## src/hdl/lijl_pkg.sv

```systemverilog
// Package with parameter addresses, codes, reset values and carrier types.
package lijl_pkg;
  localparam logic [15:0] ADDR_HOMING_POL = 16'h061C;
  localparam logic [15:0] ADDR_NEG_LIM_POL = 16'h061E;
  localparam logic [15:0] ADDR_POS_LIM_POL = 16'h0620;
  localparam logic [15:0] ADDR_QSTOP_REACT = 16'h0630;
  localparam logic [15:0] ADDR_LINE2_FUNC = 16'h0724;
  localparam logic [15:0] ADDR_LINE3_FUNC = 16'h0726;
  localparam logic [15:0] ADDR_LINE4_FUNC = 16'h0728;
  localparam logic [15:0] ADDR_SLOW_SPEED = 16'h2908;
  localparam logic [15:0] ADDR_FAST_SPEED = 16'h290A;
  localparam logic [15:0] ADDR_STEP_HI = 16'h290E;
  localparam logic [15:0] ADDR_STEP_LO = 16'h290F;
  localparam logic [15:0] ADDR_STEP_WAIT = 16'h2910;

  localparam logic [15:0] RST_HOMING_POL = 16'h0001;
  localparam logic [15:0] RST_NEG_LIM_POL = 16'h0001;
  localparam logic [15:0] RST_POS_LIM_POL = 16'h0001;
  localparam logic [15:0] RST_QSTOP_REACT = 16'h0006;
  localparam logic [15:0] RST_LINE_FUNC = 16'h0001;
  localparam logic [15:0] RST_SLOW_SPEED = 16'h003C;
  localparam logic [15:0] RST_FAST_SPEED = 16'h00B4;
  localparam logic [31:0] RST_STEP_DIST = 32'h0000_0014;
  localparam logic [15:0] RST_STEP_WAIT = 16'h01F4;

  localparam logic [15:0] SPEED_MIN = 16'h0001;
  localparam logic [15:0] SPEED_MAX = 16'h0BB8;
  localparam logic [15:0] WAIT_MIN = 16'h0001;
  localparam logic [15:0] WAIT_MAX = 16'h7FFF;

  localparam logic [15:0] POL_OFF = 16'h0000;
  localparam logic [15:0] POL_NC = 16'h0001;
  localparam logic [15:0] POL_NO = 16'h0002;

  localparam logic [15:0] FN_IN_FREE = 16'h0001;
  localparam logic [15:0] FN_IN_FAULT_RESET = 16'h0002;
  localparam logic [15:0] FN_IN_ENABLE = 16'h0003;
  localparam logic [15:0] FN_IN_HALT = 16'h0004;
  localparam logic [15:0] FN_IN_JOG_POS = 16'h0009;
  localparam logic [15:0] FN_IN_JOG_NEG = 16'h000A;
  localparam logic [15:0] FN_IN_JOG_FAST = 16'h000B;
  localparam logic [15:0] FN_IN_HOME_SW = 16'h0014;
  localparam logic [15:0] FN_IN_NEG_LIMIT = 16'h0016;
  localparam logic [15:0] FN_OUT_FREE = 16'h0065;
  localparam logic [15:0] FN_OUT_NO_FAULT = 16'h0066;
  localparam logic [15:0] FN_OUT_READY = 16'h0067;

  localparam logic [15:0] QS_FAULT = 16'hFFFF;
  localparam logic [15:0] QS_HOLD = 16'h0006;
  localparam logic [3:0] STATE_FAULT = 4'h9;
  localparam logic [3:0] STATE_QSTOP = 4'h7;

  typedef struct packed {
    logic fast;
    logic neg;
    logic pos;
  } lijl_jog_s;

  typedef enum logic [2:0] {
    JOG_IDLE = 3'b001,
    JOG_POS = 3'b010,
    JOG_NEG = 3'b100
  } lijl_jog_e;
endpackage : lijl_pkg

```

## src/hdl/lijl_top.sv

```systemverilog
// Local I/O function, limit switch, jog and quick-stop control logic.
// How it works
// RL1: Line 2 takes inputs incl. negative limit.
// RL2: Lines 3 and 4 lack limit function.
// RL3: Fault reset and enable only in local mode.
// RL4: Function writes blocked when enabled, used at power-on.
// RL5: Negative limit: 0 off, 1 NC, 2 NO.
// RL6: Positive limit same coding, locked while enabled.
// RL7: Homing switch honoured only during homing move.
// RL8: Switch polarities take effect at stage enable.
// RL9: Bits choose positive, negative, and fast speed.
// RL10: Both direction bits while idle start nothing.
// RL11: Both direction bits while jogging are ignored.
// RL12: Fast speed 1..3000, clamped to ramp maximum.
// RL13: Slow speed 1..3000, clamped to ramp maximum.
// RL14: Step distance nonnegative, used at next move.
// RL15: Step wait 1..32767 ms, used at next move.
// RL16: Code -1 ramps down then enters fault state.
// RL17: Code 6 ramps down then holds quick stop.
// RL18: Decel ramp only with velocity profile, else torque.
// RL19: Out-of-range codes are refused, old value kept.
`timescale 1ns/1ps
module lijl_top (
  input wire logic CLK,
  input wire logic SYS_RST,
  input wire logic [15:0] PAR_ADDR,
  input wire logic PAR_WR,
  input wire logic PAR_RD,
  input wire logic [15:0] PAR_WDATA,
  output logic [15:0] PAR_RDATA,
  output logic PAR_ACK,
  output logic PAR_ERR,
  input wire logic POWER_ON,
  input wire logic STAGE_ENABLED,
  input wire logic LOCAL_MODE,
  input wire logic [2:0] LINE_IN,
  output logic [2:0] LINE_OUT,
  output logic [2:0] LINE_OE,
  input wire logic [2:0] FREE_OUT_SET,
  input wire logic NO_FAULT,
  input wire logic DRIVE_READY,
  input wire logic POS_LIMIT_IN,
  input wire logic HOMING_TO_SWITCH,
  output logic FAULT_RESET_REQ,
  output logic ENABLE_REQ,
  output logic HALT_REQ,
  output logic [2:0] FREE_IN,
  output logic NEG_LIMIT_HIT,
  output logic POS_LIMIT_HIT,
  output logic HOME_SWITCH_HIT,
  input wire logic [2:0] MOVE_CMD,
  input wire logic JOG_RUNNING,
  input wire logic MOTION_ACTIVE,
  input wire logic [15:0] MAX_RAMP_SPEED,
  output logic JOG_DIR_POS,
  output logic JOG_DIR_NEG,
  output logic [15:0] JOG_SPEED,
  output logic [31:0] JOG_STEP_DIST,
  output logic [15:0] JOG_STEP_WAIT,
  input wire logic QSTOP_REQ,
  input wire logic VEL_PROFILE,
  output logic QS_USE_DECEL_RAMP,
  output logic QS_USE_TORQUE_RAMP,
  output logic QS_STATE_VALID,
  output logic [3:0] QS_TARGET_STATE
);
  logic [15:0] func_sel [3];
  logic [15:0] func_act [3];
  logic [15:0] homing_switch_polarity;
  logic [15:0] negative_limit_polarity;
  logic [15:0] positive_limit_polarity;
  logic [15:0] homing_act;
  logic [15:0] neg_act;
  logic [15:0] pos_act;
  logic [15:0] quick_stop_reaction;
  logic [15:0] manual_slow_speed;
  logic [15:0] manual_fast_speed;
  logic [31:0] manual_step_distance;
  logic [15:0] manual_step_wait;
  logic stage_q;
  logic wr_ok;
  logic hit_map;
  logic [15:0] next_rdata;
  logic [15:0] fast_clamped;
  logic [15:0] slow_clamped;
  logic local_line_2;
  lijl_pkg::lijl_jog_s jog_cmd;
  lijl_pkg::lijl_jog_e jog_state;

  function automatic logic func_valid(input logic [15:0] c,
                                      input logic lim);
    logic ok;
    ok = (c == lijl_pkg::FN_IN_FREE) || (c == lijl_pkg::FN_IN_FAULT_RESET) ||
         (c == lijl_pkg::FN_IN_ENABLE) || (c == lijl_pkg::FN_IN_HALT) ||
         (c == lijl_pkg::FN_IN_JOG_POS) || (c == lijl_pkg::FN_IN_JOG_NEG) ||
         (c == lijl_pkg::FN_IN_JOG_FAST) || (c == lijl_pkg::FN_IN_HOME_SW) ||
         (c == lijl_pkg::FN_OUT_FREE) || (c == lijl_pkg::FN_OUT_NO_FAULT) ||
         (c == lijl_pkg::FN_OUT_READY);
    return ok || (lim && (c == lijl_pkg::FN_IN_NEG_LIMIT));
  endfunction : func_valid

  function automatic logic switch_on(input logic [15:0] pol,
                                     input logic raw);
    logic on;
    on = 1'b0;
    if (pol == lijl_pkg::POL_NC) begin
      on = ~raw;
    end else if (pol == lijl_pkg::POL_NO) begin
      on = raw;
    end
    return on;
  endfunction : switch_on

  function automatic logic speed_ok(input logic [15:0] v);
    return (v >= lijl_pkg::SPEED_MIN) && (v <= lijl_pkg::SPEED_MAX);
  endfunction : speed_ok

  assign local_line_2 = LINE_IN[0];
  assign jog_cmd = lijl_pkg::lijl_jog_s'(MOVE_CMD);
  assign fast_clamped = (manual_fast_speed > MAX_RAMP_SPEED) ?
                        MAX_RAMP_SPEED : manual_fast_speed; // RL12
  assign slow_clamped = (manual_slow_speed > MAX_RAMP_SPEED) ?
                        MAX_RAMP_SPEED : manual_slow_speed; // RL13

  // Write acceptance: address decode and value checks.
  always_comb begin
    wr_ok = 1'b0;
    hit_map = 1'b1;
    next_rdata = 16'h0000;
    if (PAR_ADDR == lijl_pkg::ADDR_LINE2_FUNC) begin
      next_rdata = func_sel[0];
      wr_ok = !STAGE_ENABLED && func_valid(PAR_WDATA, 1'b1); // RL1 RL4
    end else if (PAR_ADDR == lijl_pkg::ADDR_LINE3_FUNC) begin
      next_rdata = func_sel[1];
      wr_ok = !STAGE_ENABLED && func_valid(PAR_WDATA, 1'b0); // RL2 RL4
    end else if (PAR_ADDR == lijl_pkg::ADDR_LINE4_FUNC) begin
      next_rdata = func_sel[2];
      wr_ok = !STAGE_ENABLED && func_valid(PAR_WDATA, 1'b0); // RL2 RL4
    end else if (PAR_ADDR == lijl_pkg::ADDR_NEG_LIM_POL) begin
      next_rdata = negative_limit_polarity;
      wr_ok = !STAGE_ENABLED && (PAR_WDATA <= lijl_pkg::POL_NO); // RL5 RL19
    end else if (PAR_ADDR == lijl_pkg::ADDR_POS_LIM_POL) begin
      next_rdata = positive_limit_polarity;
      wr_ok = !STAGE_ENABLED && (PAR_WDATA <= lijl_pkg::POL_NO); // RL6 RL19
    end else if (PAR_ADDR == lijl_pkg::ADDR_HOMING_POL) begin
      next_rdata = homing_switch_polarity;
      wr_ok = !STAGE_ENABLED && ((PAR_WDATA == lijl_pkg::POL_NC) ||
              (PAR_WDATA == lijl_pkg::POL_NO)); // RL7 RL19
    end else if (PAR_ADDR == lijl_pkg::ADDR_QSTOP_REACT) begin
      next_rdata = quick_stop_reaction;
      wr_ok = (PAR_WDATA == lijl_pkg::QS_FAULT) ||
              (PAR_WDATA == lijl_pkg::QS_HOLD); // RL19
    end else if (PAR_ADDR == lijl_pkg::ADDR_SLOW_SPEED) begin
      next_rdata = manual_slow_speed;
      wr_ok = speed_ok(PAR_WDATA); // RL13
    end else if (PAR_ADDR == lijl_pkg::ADDR_FAST_SPEED) begin
      next_rdata = manual_fast_speed;
      wr_ok = speed_ok(PAR_WDATA); // RL12
    end else if (PAR_ADDR == lijl_pkg::ADDR_STEP_HI) begin
      next_rdata = manual_step_distance[31:16];
      wr_ok = !PAR_WDATA[15]; // RL14
    end else if (PAR_ADDR == lijl_pkg::ADDR_STEP_LO) begin
      next_rdata = manual_step_distance[15:0];
      wr_ok = 1'b1;
    end else if (PAR_ADDR == lijl_pkg::ADDR_STEP_WAIT) begin
      next_rdata = manual_step_wait;
      wr_ok = (PAR_WDATA >= lijl_pkg::WAIT_MIN) &&
              (PAR_WDATA <= lijl_pkg::WAIT_MAX); // RL15
    end else begin
      hit_map = 1'b0;
    end
  end

  // Parameter port answer, one cycle after the strobe.
  always_ff @(posedge CLK or posedge SYS_RST) begin
    if (SYS_RST) begin
      PAR_RDATA <= 16'h0000;
      PAR_ACK <= 1'b0;
      PAR_ERR <= 1'b0;
    end else begin
      PAR_ACK <= (PAR_WR || PAR_RD) && hit_map;
      PAR_ERR <= (PAR_WR && !(hit_map && wr_ok)) || (PAR_RD && !hit_map);
      if (PAR_RD) begin
        PAR_RDATA <= next_rdata;
      end
    end
  end

  // Stored settings; a refused write leaves the old value.
  always_ff @(posedge CLK or posedge SYS_RST) begin
    if (SYS_RST) begin
      func_sel[0] <= lijl_pkg::RST_LINE_FUNC;
      func_sel[1] <= lijl_pkg::RST_LINE_FUNC;
      func_sel[2] <= lijl_pkg::RST_LINE_FUNC;
      homing_switch_polarity <= lijl_pkg::RST_HOMING_POL;
      negative_limit_polarity <= lijl_pkg::RST_NEG_LIM_POL;
      positive_limit_polarity <= lijl_pkg::RST_POS_LIM_POL;
      quick_stop_reaction <= lijl_pkg::RST_QSTOP_REACT;
      manual_slow_speed <= lijl_pkg::RST_SLOW_SPEED;
      manual_fast_speed <= lijl_pkg::RST_FAST_SPEED;
      manual_step_distance <= lijl_pkg::RST_STEP_DIST;
      manual_step_wait <= lijl_pkg::RST_STEP_WAIT;
    end else if (PAR_WR && wr_ok) begin // RL19
      if (PAR_ADDR == lijl_pkg::ADDR_LINE2_FUNC) begin
        func_sel[0] <= PAR_WDATA;
      end else if (PAR_ADDR == lijl_pkg::ADDR_LINE3_FUNC) begin
        func_sel[1] <= PAR_WDATA;
      end else if (PAR_ADDR == lijl_pkg::ADDR_LINE4_FUNC) begin
        func_sel[2] <= PAR_WDATA;
      end else if (PAR_ADDR == lijl_pkg::ADDR_NEG_LIM_POL) begin
        negative_limit_polarity <= PAR_WDATA;
      end else if (PAR_ADDR == lijl_pkg::ADDR_POS_LIM_POL) begin
        positive_limit_polarity <= PAR_WDATA;
      end else if (PAR_ADDR == lijl_pkg::ADDR_HOMING_POL) begin
        homing_switch_polarity <= PAR_WDATA;
      end else if (PAR_ADDR == lijl_pkg::ADDR_QSTOP_REACT) begin
        quick_stop_reaction <= PAR_WDATA;
      end else if (PAR_ADDR == lijl_pkg::ADDR_SLOW_SPEED) begin
        manual_slow_speed <= PAR_WDATA;
      end else if (PAR_ADDR == lijl_pkg::ADDR_FAST_SPEED) begin
        manual_fast_speed <= PAR_WDATA;
      end else if (PAR_ADDR == lijl_pkg::ADDR_STEP_HI) begin
        manual_step_distance[31:16] <= PAR_WDATA;
      end else if (PAR_ADDR == lijl_pkg::ADDR_STEP_LO) begin
        manual_step_distance[15:0] <= PAR_WDATA;
      end else if (PAR_ADDR == lijl_pkg::ADDR_STEP_WAIT) begin
        manual_step_wait <= PAR_WDATA;
      end
    end
  end

  // Function assignments in use change only on a power-on pulse.
  always_ff @(posedge CLK or posedge SYS_RST) begin
    if (SYS_RST) begin
      func_act[0] <= lijl_pkg::RST_LINE_FUNC;
      func_act[1] <= lijl_pkg::RST_LINE_FUNC;
      func_act[2] <= lijl_pkg::RST_LINE_FUNC;
    end else if (POWER_ON) begin
      func_act[0] <= func_sel[0]; // RL4
      func_act[1] <= func_sel[1]; // RL4
      func_act[2] <= func_sel[2]; // RL4
    end
  end

  // Switch polarities in use change on the stage enable edge.
  always_ff @(posedge CLK or posedge SYS_RST) begin
    if (SYS_RST) begin
      stage_q <= 1'b0;
      homing_act <= lijl_pkg::RST_HOMING_POL;
      neg_act <= lijl_pkg::RST_NEG_LIM_POL;
      pos_act <= lijl_pkg::RST_POS_LIM_POL;
    end else begin
      stage_q <= STAGE_ENABLED;
      if (STAGE_ENABLED && !stage_q) begin
        homing_act <= homing_switch_polarity; // RL8
        neg_act <= negative_limit_polarity; // RL8
        pos_act <= positive_limit_polarity; // RL8
      end
    end
  end

  // Input functions and output drive of lines 2 to 4.
  always_ff @(posedge CLK or posedge SYS_RST) begin
    if (SYS_RST) begin
      FAULT_RESET_REQ <= 1'b0;
      ENABLE_REQ <= 1'b0;
      HALT_REQ <= 1'b0;
      FREE_IN <= 3'h0;
      LINE_OUT <= 3'h0;
      LINE_OE <= 3'h0;
      HOME_SWITCH_HIT <= 1'b0;
      NEG_LIMIT_HIT <= 1'b0;
      POS_LIMIT_HIT <= 1'b0;
    end else begin
      FAULT_RESET_REQ <= LOCAL_MODE && (
        ((func_act[0] == lijl_pkg::FN_IN_FAULT_RESET) && LINE_IN[0]) ||
        ((func_act[1] == lijl_pkg::FN_IN_FAULT_RESET) && LINE_IN[1]) ||
        ((func_act[2] == lijl_pkg::FN_IN_FAULT_RESET) && LINE_IN[2])); // RL3
      ENABLE_REQ <= LOCAL_MODE && (
        ((func_act[0] == lijl_pkg::FN_IN_ENABLE) && LINE_IN[0]) ||
        ((func_act[1] == lijl_pkg::FN_IN_ENABLE) && LINE_IN[1]) ||
        ((func_act[2] == lijl_pkg::FN_IN_ENABLE) && LINE_IN[2])); // RL3
      HALT_REQ <=
        ((func_act[0] == lijl_pkg::FN_IN_HALT) && LINE_IN[0]) ||
        ((func_act[1] == lijl_pkg::FN_IN_HALT) && LINE_IN[1]) ||
        ((func_act[2] == lijl_pkg::FN_IN_HALT) && LINE_IN[2]);
      HOME_SWITCH_HIT <= HOMING_TO_SWITCH && (
        ((func_act[0] == lijl_pkg::FN_IN_HOME_SW) &&
         switch_on(homing_act, LINE_IN[0])) ||
        ((func_act[1] == lijl_pkg::FN_IN_HOME_SW) &&
         switch_on(homing_act, LINE_IN[1])) ||
        ((func_act[2] == lijl_pkg::FN_IN_HOME_SW) &&
         switch_on(homing_act, LINE_IN[2]))); // RL7
      NEG_LIMIT_HIT <= (func_act[0] == lijl_pkg::FN_IN_NEG_LIMIT) &&
                       switch_on(neg_act, local_line_2); // RL1 RL5
      POS_LIMIT_HIT <= switch_on(pos_act, POS_LIMIT_IN); // RL6
      for (int i = 0; i < 3; i++) begin
        FREE_IN[i] <= (func_act[i] == lijl_pkg::FN_IN_FREE) && LINE_IN[i];
        LINE_OE[i] <= func_act[i] >= lijl_pkg::FN_OUT_FREE;
        if (func_act[i] == lijl_pkg::FN_OUT_FREE) begin
          LINE_OUT[i] <= FREE_OUT_SET[i];
        end else if (func_act[i] == lijl_pkg::FN_OUT_NO_FAULT) begin
          LINE_OUT[i] <= NO_FAULT;
        end else if (func_act[i] == lijl_pkg::FN_OUT_READY) begin
          LINE_OUT[i] <= DRIVE_READY;
        end else begin
          LINE_OUT[i] <= 1'b0;
        end
      end
    end
  end

  // Jog direction decode from the command word.
  always_ff @(posedge CLK or posedge SYS_RST) begin
    if (SYS_RST) begin
      jog_state <= lijl_pkg::JOG_IDLE;
    end else begin
      case (jog_state)
        lijl_pkg::JOG_IDLE: begin
          if (jog_cmd.pos && !jog_cmd.neg) begin // RL9 RL10
            jog_state <= lijl_pkg::JOG_POS;
          end else if (jog_cmd.neg && !jog_cmd.pos) begin // RL9 RL10
            jog_state <= lijl_pkg::JOG_NEG;
          end
        end
        lijl_pkg::JOG_POS: begin
          if (!jog_cmd.pos && !jog_cmd.neg) begin
            jog_state <= lijl_pkg::JOG_IDLE;
          end else if (jog_cmd.neg && !jog_cmd.pos) begin
            jog_state <= lijl_pkg::JOG_NEG;
          end else if (!JOG_RUNNING && jog_cmd.neg) begin
            jog_state <= lijl_pkg::JOG_IDLE; // RL10
          end
        end
        lijl_pkg::JOG_NEG: begin
          if (!jog_cmd.pos && !jog_cmd.neg) begin
            jog_state <= lijl_pkg::JOG_IDLE;
          end else if (jog_cmd.pos && !jog_cmd.neg) begin
            jog_state <= lijl_pkg::JOG_POS;
          end else if (!JOG_RUNNING && jog_cmd.pos) begin
            jog_state <= lijl_pkg::JOG_IDLE; // RL10
          end
        end
        default: begin
          jog_state <= lijl_pkg::JOG_IDLE;
        end
      endcase
    end
  end

  // Jog outputs; a running move keeps its direction on both bits.
  always_ff @(posedge CLK or posedge SYS_RST) begin
    if (SYS_RST) begin
      JOG_DIR_POS <= 1'b0;
      JOG_DIR_NEG <= 1'b0;
      JOG_SPEED <= lijl_pkg::RST_SLOW_SPEED;
      JOG_STEP_DIST <= lijl_pkg::RST_STEP_DIST;
      JOG_STEP_WAIT <= lijl_pkg::RST_STEP_WAIT;
    end else begin
      JOG_DIR_POS <= jog_state == lijl_pkg::JOG_POS; // RL11
      JOG_DIR_NEG <= jog_state == lijl_pkg::JOG_NEG; // RL11
      JOG_SPEED <= jog_cmd.fast ? fast_clamped : slow_clamped; // RL9
      if (!MOTION_ACTIVE) begin
        JOG_STEP_DIST <= manual_step_distance; // RL14
        JOG_STEP_WAIT <= manual_step_wait; // RL15
      end
    end
  end

  // Quick-stop reaction selection.
  always_ff @(posedge CLK or posedge SYS_RST) begin
    if (SYS_RST) begin
      QS_USE_DECEL_RAMP <= 1'b0;
      QS_USE_TORQUE_RAMP <= 1'b0;
      QS_STATE_VALID <= 1'b0;
      QS_TARGET_STATE <= lijl_pkg::STATE_QSTOP;
    end else begin
      QS_USE_DECEL_RAMP <= QSTOP_REQ && VEL_PROFILE; // RL18
      QS_USE_TORQUE_RAMP <= QSTOP_REQ && !VEL_PROFILE; // RL18
      QS_STATE_VALID <= QSTOP_REQ;
      if (quick_stop_reaction == lijl_pkg::QS_FAULT) begin
        QS_TARGET_STATE <= lijl_pkg::STATE_FAULT; // RL16
      end else begin
        QS_TARGET_STATE <= lijl_pkg::STATE_QSTOP; // RL17
      end
    end
  end
endmodule : lijl_top

```

## config.mk

```make
export PLATFORM = sky130hd
export DESIGN_NAME = lijl_top
export DESIGN_NICKNAME = d
export VERILOG_FILES = /design/src/hdl/lijl_pkg.sv /design/src/hdl/lijl_top.sv
export SDC_FILE = /design/constraint.sdc
export NUM_CORES = 1
export LEC_CHECK = 0
export BUFFER_PORTS_ARGS = -buffer_cell sky130_fd_sc_hd__buf_2
export CAP_MARGIN = 20
export CELL_PAD_IN_SITES_DETAIL_PLACEMENT = 1
export CELL_PAD_IN_SITES_GLOBAL_PLACEMENT = 1
export CORE_UTILIZATION = 35
export DETAILED_ROUTE_END_ITERATION = 10
export PLACE_DENSITY = 0.59
export SYNTH_ARGS = -nofsm -noshare
export SYNTH_HDL_FRONTEND = slang
export SYNTH_SLANG_ARGS = --single-unit
```

## constraint.sdc

```tcl
create_clock -name CLK -period 16.3 [get_ports CLK]
set_input_delay 3.26 -clock CLK [delete_from_list [all_inputs] [get_ports CLK]]
set_output_delay 3.26 -clock CLK [all_outputs]
set_load 0.05 [all_outputs]
```

==> results.tsv <==
metric	value	unit
clkTransAtPathRegs	0.06	ns
grt_pass1_vias	13000	
overflow	0	
numCtsBuffers	47	
rsz0062_at_grt	false	
syn_area	17800	um2
drv_cap	0	
start_util	0.355	
worst-path-max-fanout	18	
setup_ws	10.12	ns
ant_nets	0	
n_antenna_cell	0	
post_drt_wl_per_cell	22.8	um
cp-start-kind	input port	
max_freq	0.162	GHz
ir_drop	0.0000810	V
status	finished, final reports clean	
dieArea	51700	um2
synth_most_common_cell	dfrtp_1	
clk_latency	0.59	ns
synthTopCellsByCount	dfrtp_1 (352), mux2_2 (214), nand2_1 (87)	
grt_first_pass_wirelength	81400	um
clock-sinks	396	
synth.avg_cell_area	12.2	um2
worst-endpoint-arrival	6.63	ns
endpoint	func_sel[6]$_DFFE_PP0P_	
ys_seq_area_frac	0.560	
fillers	5365	
worstPathRequired	16.75	ns
ys_async_sr_fraction	1.00	
synth_area_leaders	dfrtp_1 (50%), mux2_2 (14%), dfstp_2 (6.5%)	
yosysUniqueCellTypes	73	
hold_buffers	0	
pre_cts_ws	9.52	ns
power.leakage	10.4	nW
criticalPathCategory	in2reg	
worst-r2r-cell-count	9	
fp.dieH	227	um
rows	82	
fin_tns_setup	0	ns
pin_count	178	
hp-class	reg2reg	
antenna_found_initial	2	
synth_seq_cells	396	
cts_tree	yes	
synth_edf_count	0	
nets	1724	
rrSetupSlack	13.00	ns
critPathLaunch	PAR_ADDR[15]	
clockBufferDepth	3	
yosys_most_used_dff	dfrtp_1	
drv_slew	0	
drt-initial-drc-count	763	
place_inst	2236	
final.setup_skew	0.0210	ns
hold_viol	0	
synth_area_leader_cell	dfrtp_1	
cts_resized	0	
grt_max_degree	165	
dr.pass1.iters	5	
core_area	50200	um2
yosysTopAreaCellShare	0.495	
postCtsSetupRepairBufs	0	
htree_levels	2	
final_cells	2327	
grt_use_total	0.210	
drc	0	
vias_per_cell	5.30	
cts_root_buffer	clkbuf_16	
critPathCaptureType	flop	
area_growth	17.7	%
r2r-end	JOG_SPEED[1]$_DFF_PP0_	
die_w	227	um
vias	12300	
setup_viol	0	
routed_wl	53000	um
syn_inst	1458	
max_slew_margin	0.275	
final_layout_size_suffix_gt1_frac	0.337	
fin_crit	6.18	ns
numPortBuffers	176	
yosysWarnings	0	
syn_nets	1566	
worst_slew_pin_slew	1.08	ns
p_per_area	106	nW/um2
r2r_start	manual_slow_speed[5]$_DFFE_PP1P_	
dp_hpwl	38300	um
place.gp.congestion	0.853	
fin_crit_sh	0.379	
==> area by class of cell <==
type | instances | area (um2) | area share
clock buffers | 73 | 1380 | 0.0661
repair buffers | 192 | 1050 | 0.0500
clock inverters | 15 | 214 | 0.0102
well taps | 672 | 841 | 0.0402
inverters | 32 | 128 | 0.00610
flip-flops and latches | 396 | 9960 | 0.476
multi-input cells | 947 | 7360 | 0.352
==> cells by family (layout without fill, tap and decap cells) <==
family	count (synthesis)	in the layout	synth area share
AOI/OAI and AO/OA	238	238	0.0946
adders and majority gates	36	36	0.0253
buffers and inverters	115	312	0.0273
DFF	396	396	0.560
muxes	246	246	0.157
other	1	1	0.000211
and+or+nand+nor	426	426	0.135
==> worst max-delay path, stage by stage <==
cell     delay, ns
buf_2         0.12
nor4b_2       0.40
nand4_1       0.46
nor4_4        0.90
nand3_1       0.20
nand3_1       0.23
and3_1        0.64
mux2_2        0.41
==> stage by stage <==
stage / util / cell area (um2) / power (mW) / hold WS [ns]
2_1_floorplan: - / 17800 / 1.10 / 0.458
3_3_place_gp: 0.384 / 19300 / 1.15 / 0.484
5_1_grt: 0.417 / 20900 / 2.29 / 0.515
4_1_cts: 0.416 / 20900 / 2.25 / 0.507
6_report: 0.417 / 20900 / 2.22 / 0.498
3_5_place_dp: 0.384 / 19300 / 1.15 / 0.494
==> layer usage <==
metal  share of wire  track usage  vias to the layer above  wire [um]
li1                -            -                     5609          -
met1            0.47        0.295                     6458      25000
met2            0.47        0.333                      208      24900
met3           0.037       0.0367                       65       1990
met4           0.021       0.0546                        4       1120
met5         0.00026            0                        -         14
==> registers in the layout, indices dropped and copies added (netlist names), 32 cells and up <==
signal	flops
func_act	48
func_sel	48
JOG_STEP_DIST	32
manual_step_distance	32
==> cell usage in the layout (no fill, tap or decap), types with 36 or more instances in the layout <==
cell / netlist / final
buf_2: 10 / 176
dfstp_2: 44 / 44
nand2_1: 87 / 87
ha_1: 36 / 36
clkbuf_16: 0 / 47
o21ai_0: 74 / 74
dfrtp_1: 352 / 352
mux2_2: 214 / 214
a221o_1: 48 / 48
nor2_1: 73 / 73
and2_1: 69 / 69
==> worst min path at each step <==
stage,from,endpoint,slack (ns),depth (start not counted)
final,positive_limit_polarity[14]$_DFFE_PP0P_,positive_limit_polarity[14]$_DFFE_PP0P_,0.50,1
after global placement,JOG_STEP_DIST[16]$_DFFE_PP0N_,JOG_STEP_DIST[16]$_DFFE_PP0N_,0.48,1
after global routing,neg_act[12]$_DFFE_PP0P_,neg_act[12]$_DFFE_PP0P_,0.52,1
after detailed placement,JOG_STEP_DIST[6]$_DFFE_PP0N_,JOG_STEP_DIST[6]$_DFFE_PP0N_,0.49,1
after CTS,JOG_STEP_DIST[16]$_DFFE_PP0N_,JOG_STEP_DIST[16]$_DFFE_PP0N_,0.51,1
after floorplan,func_act[25]$_DFFE_PP0P_,LINE_OE[1]$_DFF_PP0_,0.46,2
==> power breakdown <==
| part | internal, mW | switching [mW] | total (mW) |
|---|---|---|---|
| combinational | 0.0359 | 0.0911 | 0.127 |
| clock | 0.663 | 0.421 | 1.08 |
| sequential | 0.994 | 0.0117 | 1.01 |
(Power assumes the default switching activity.)
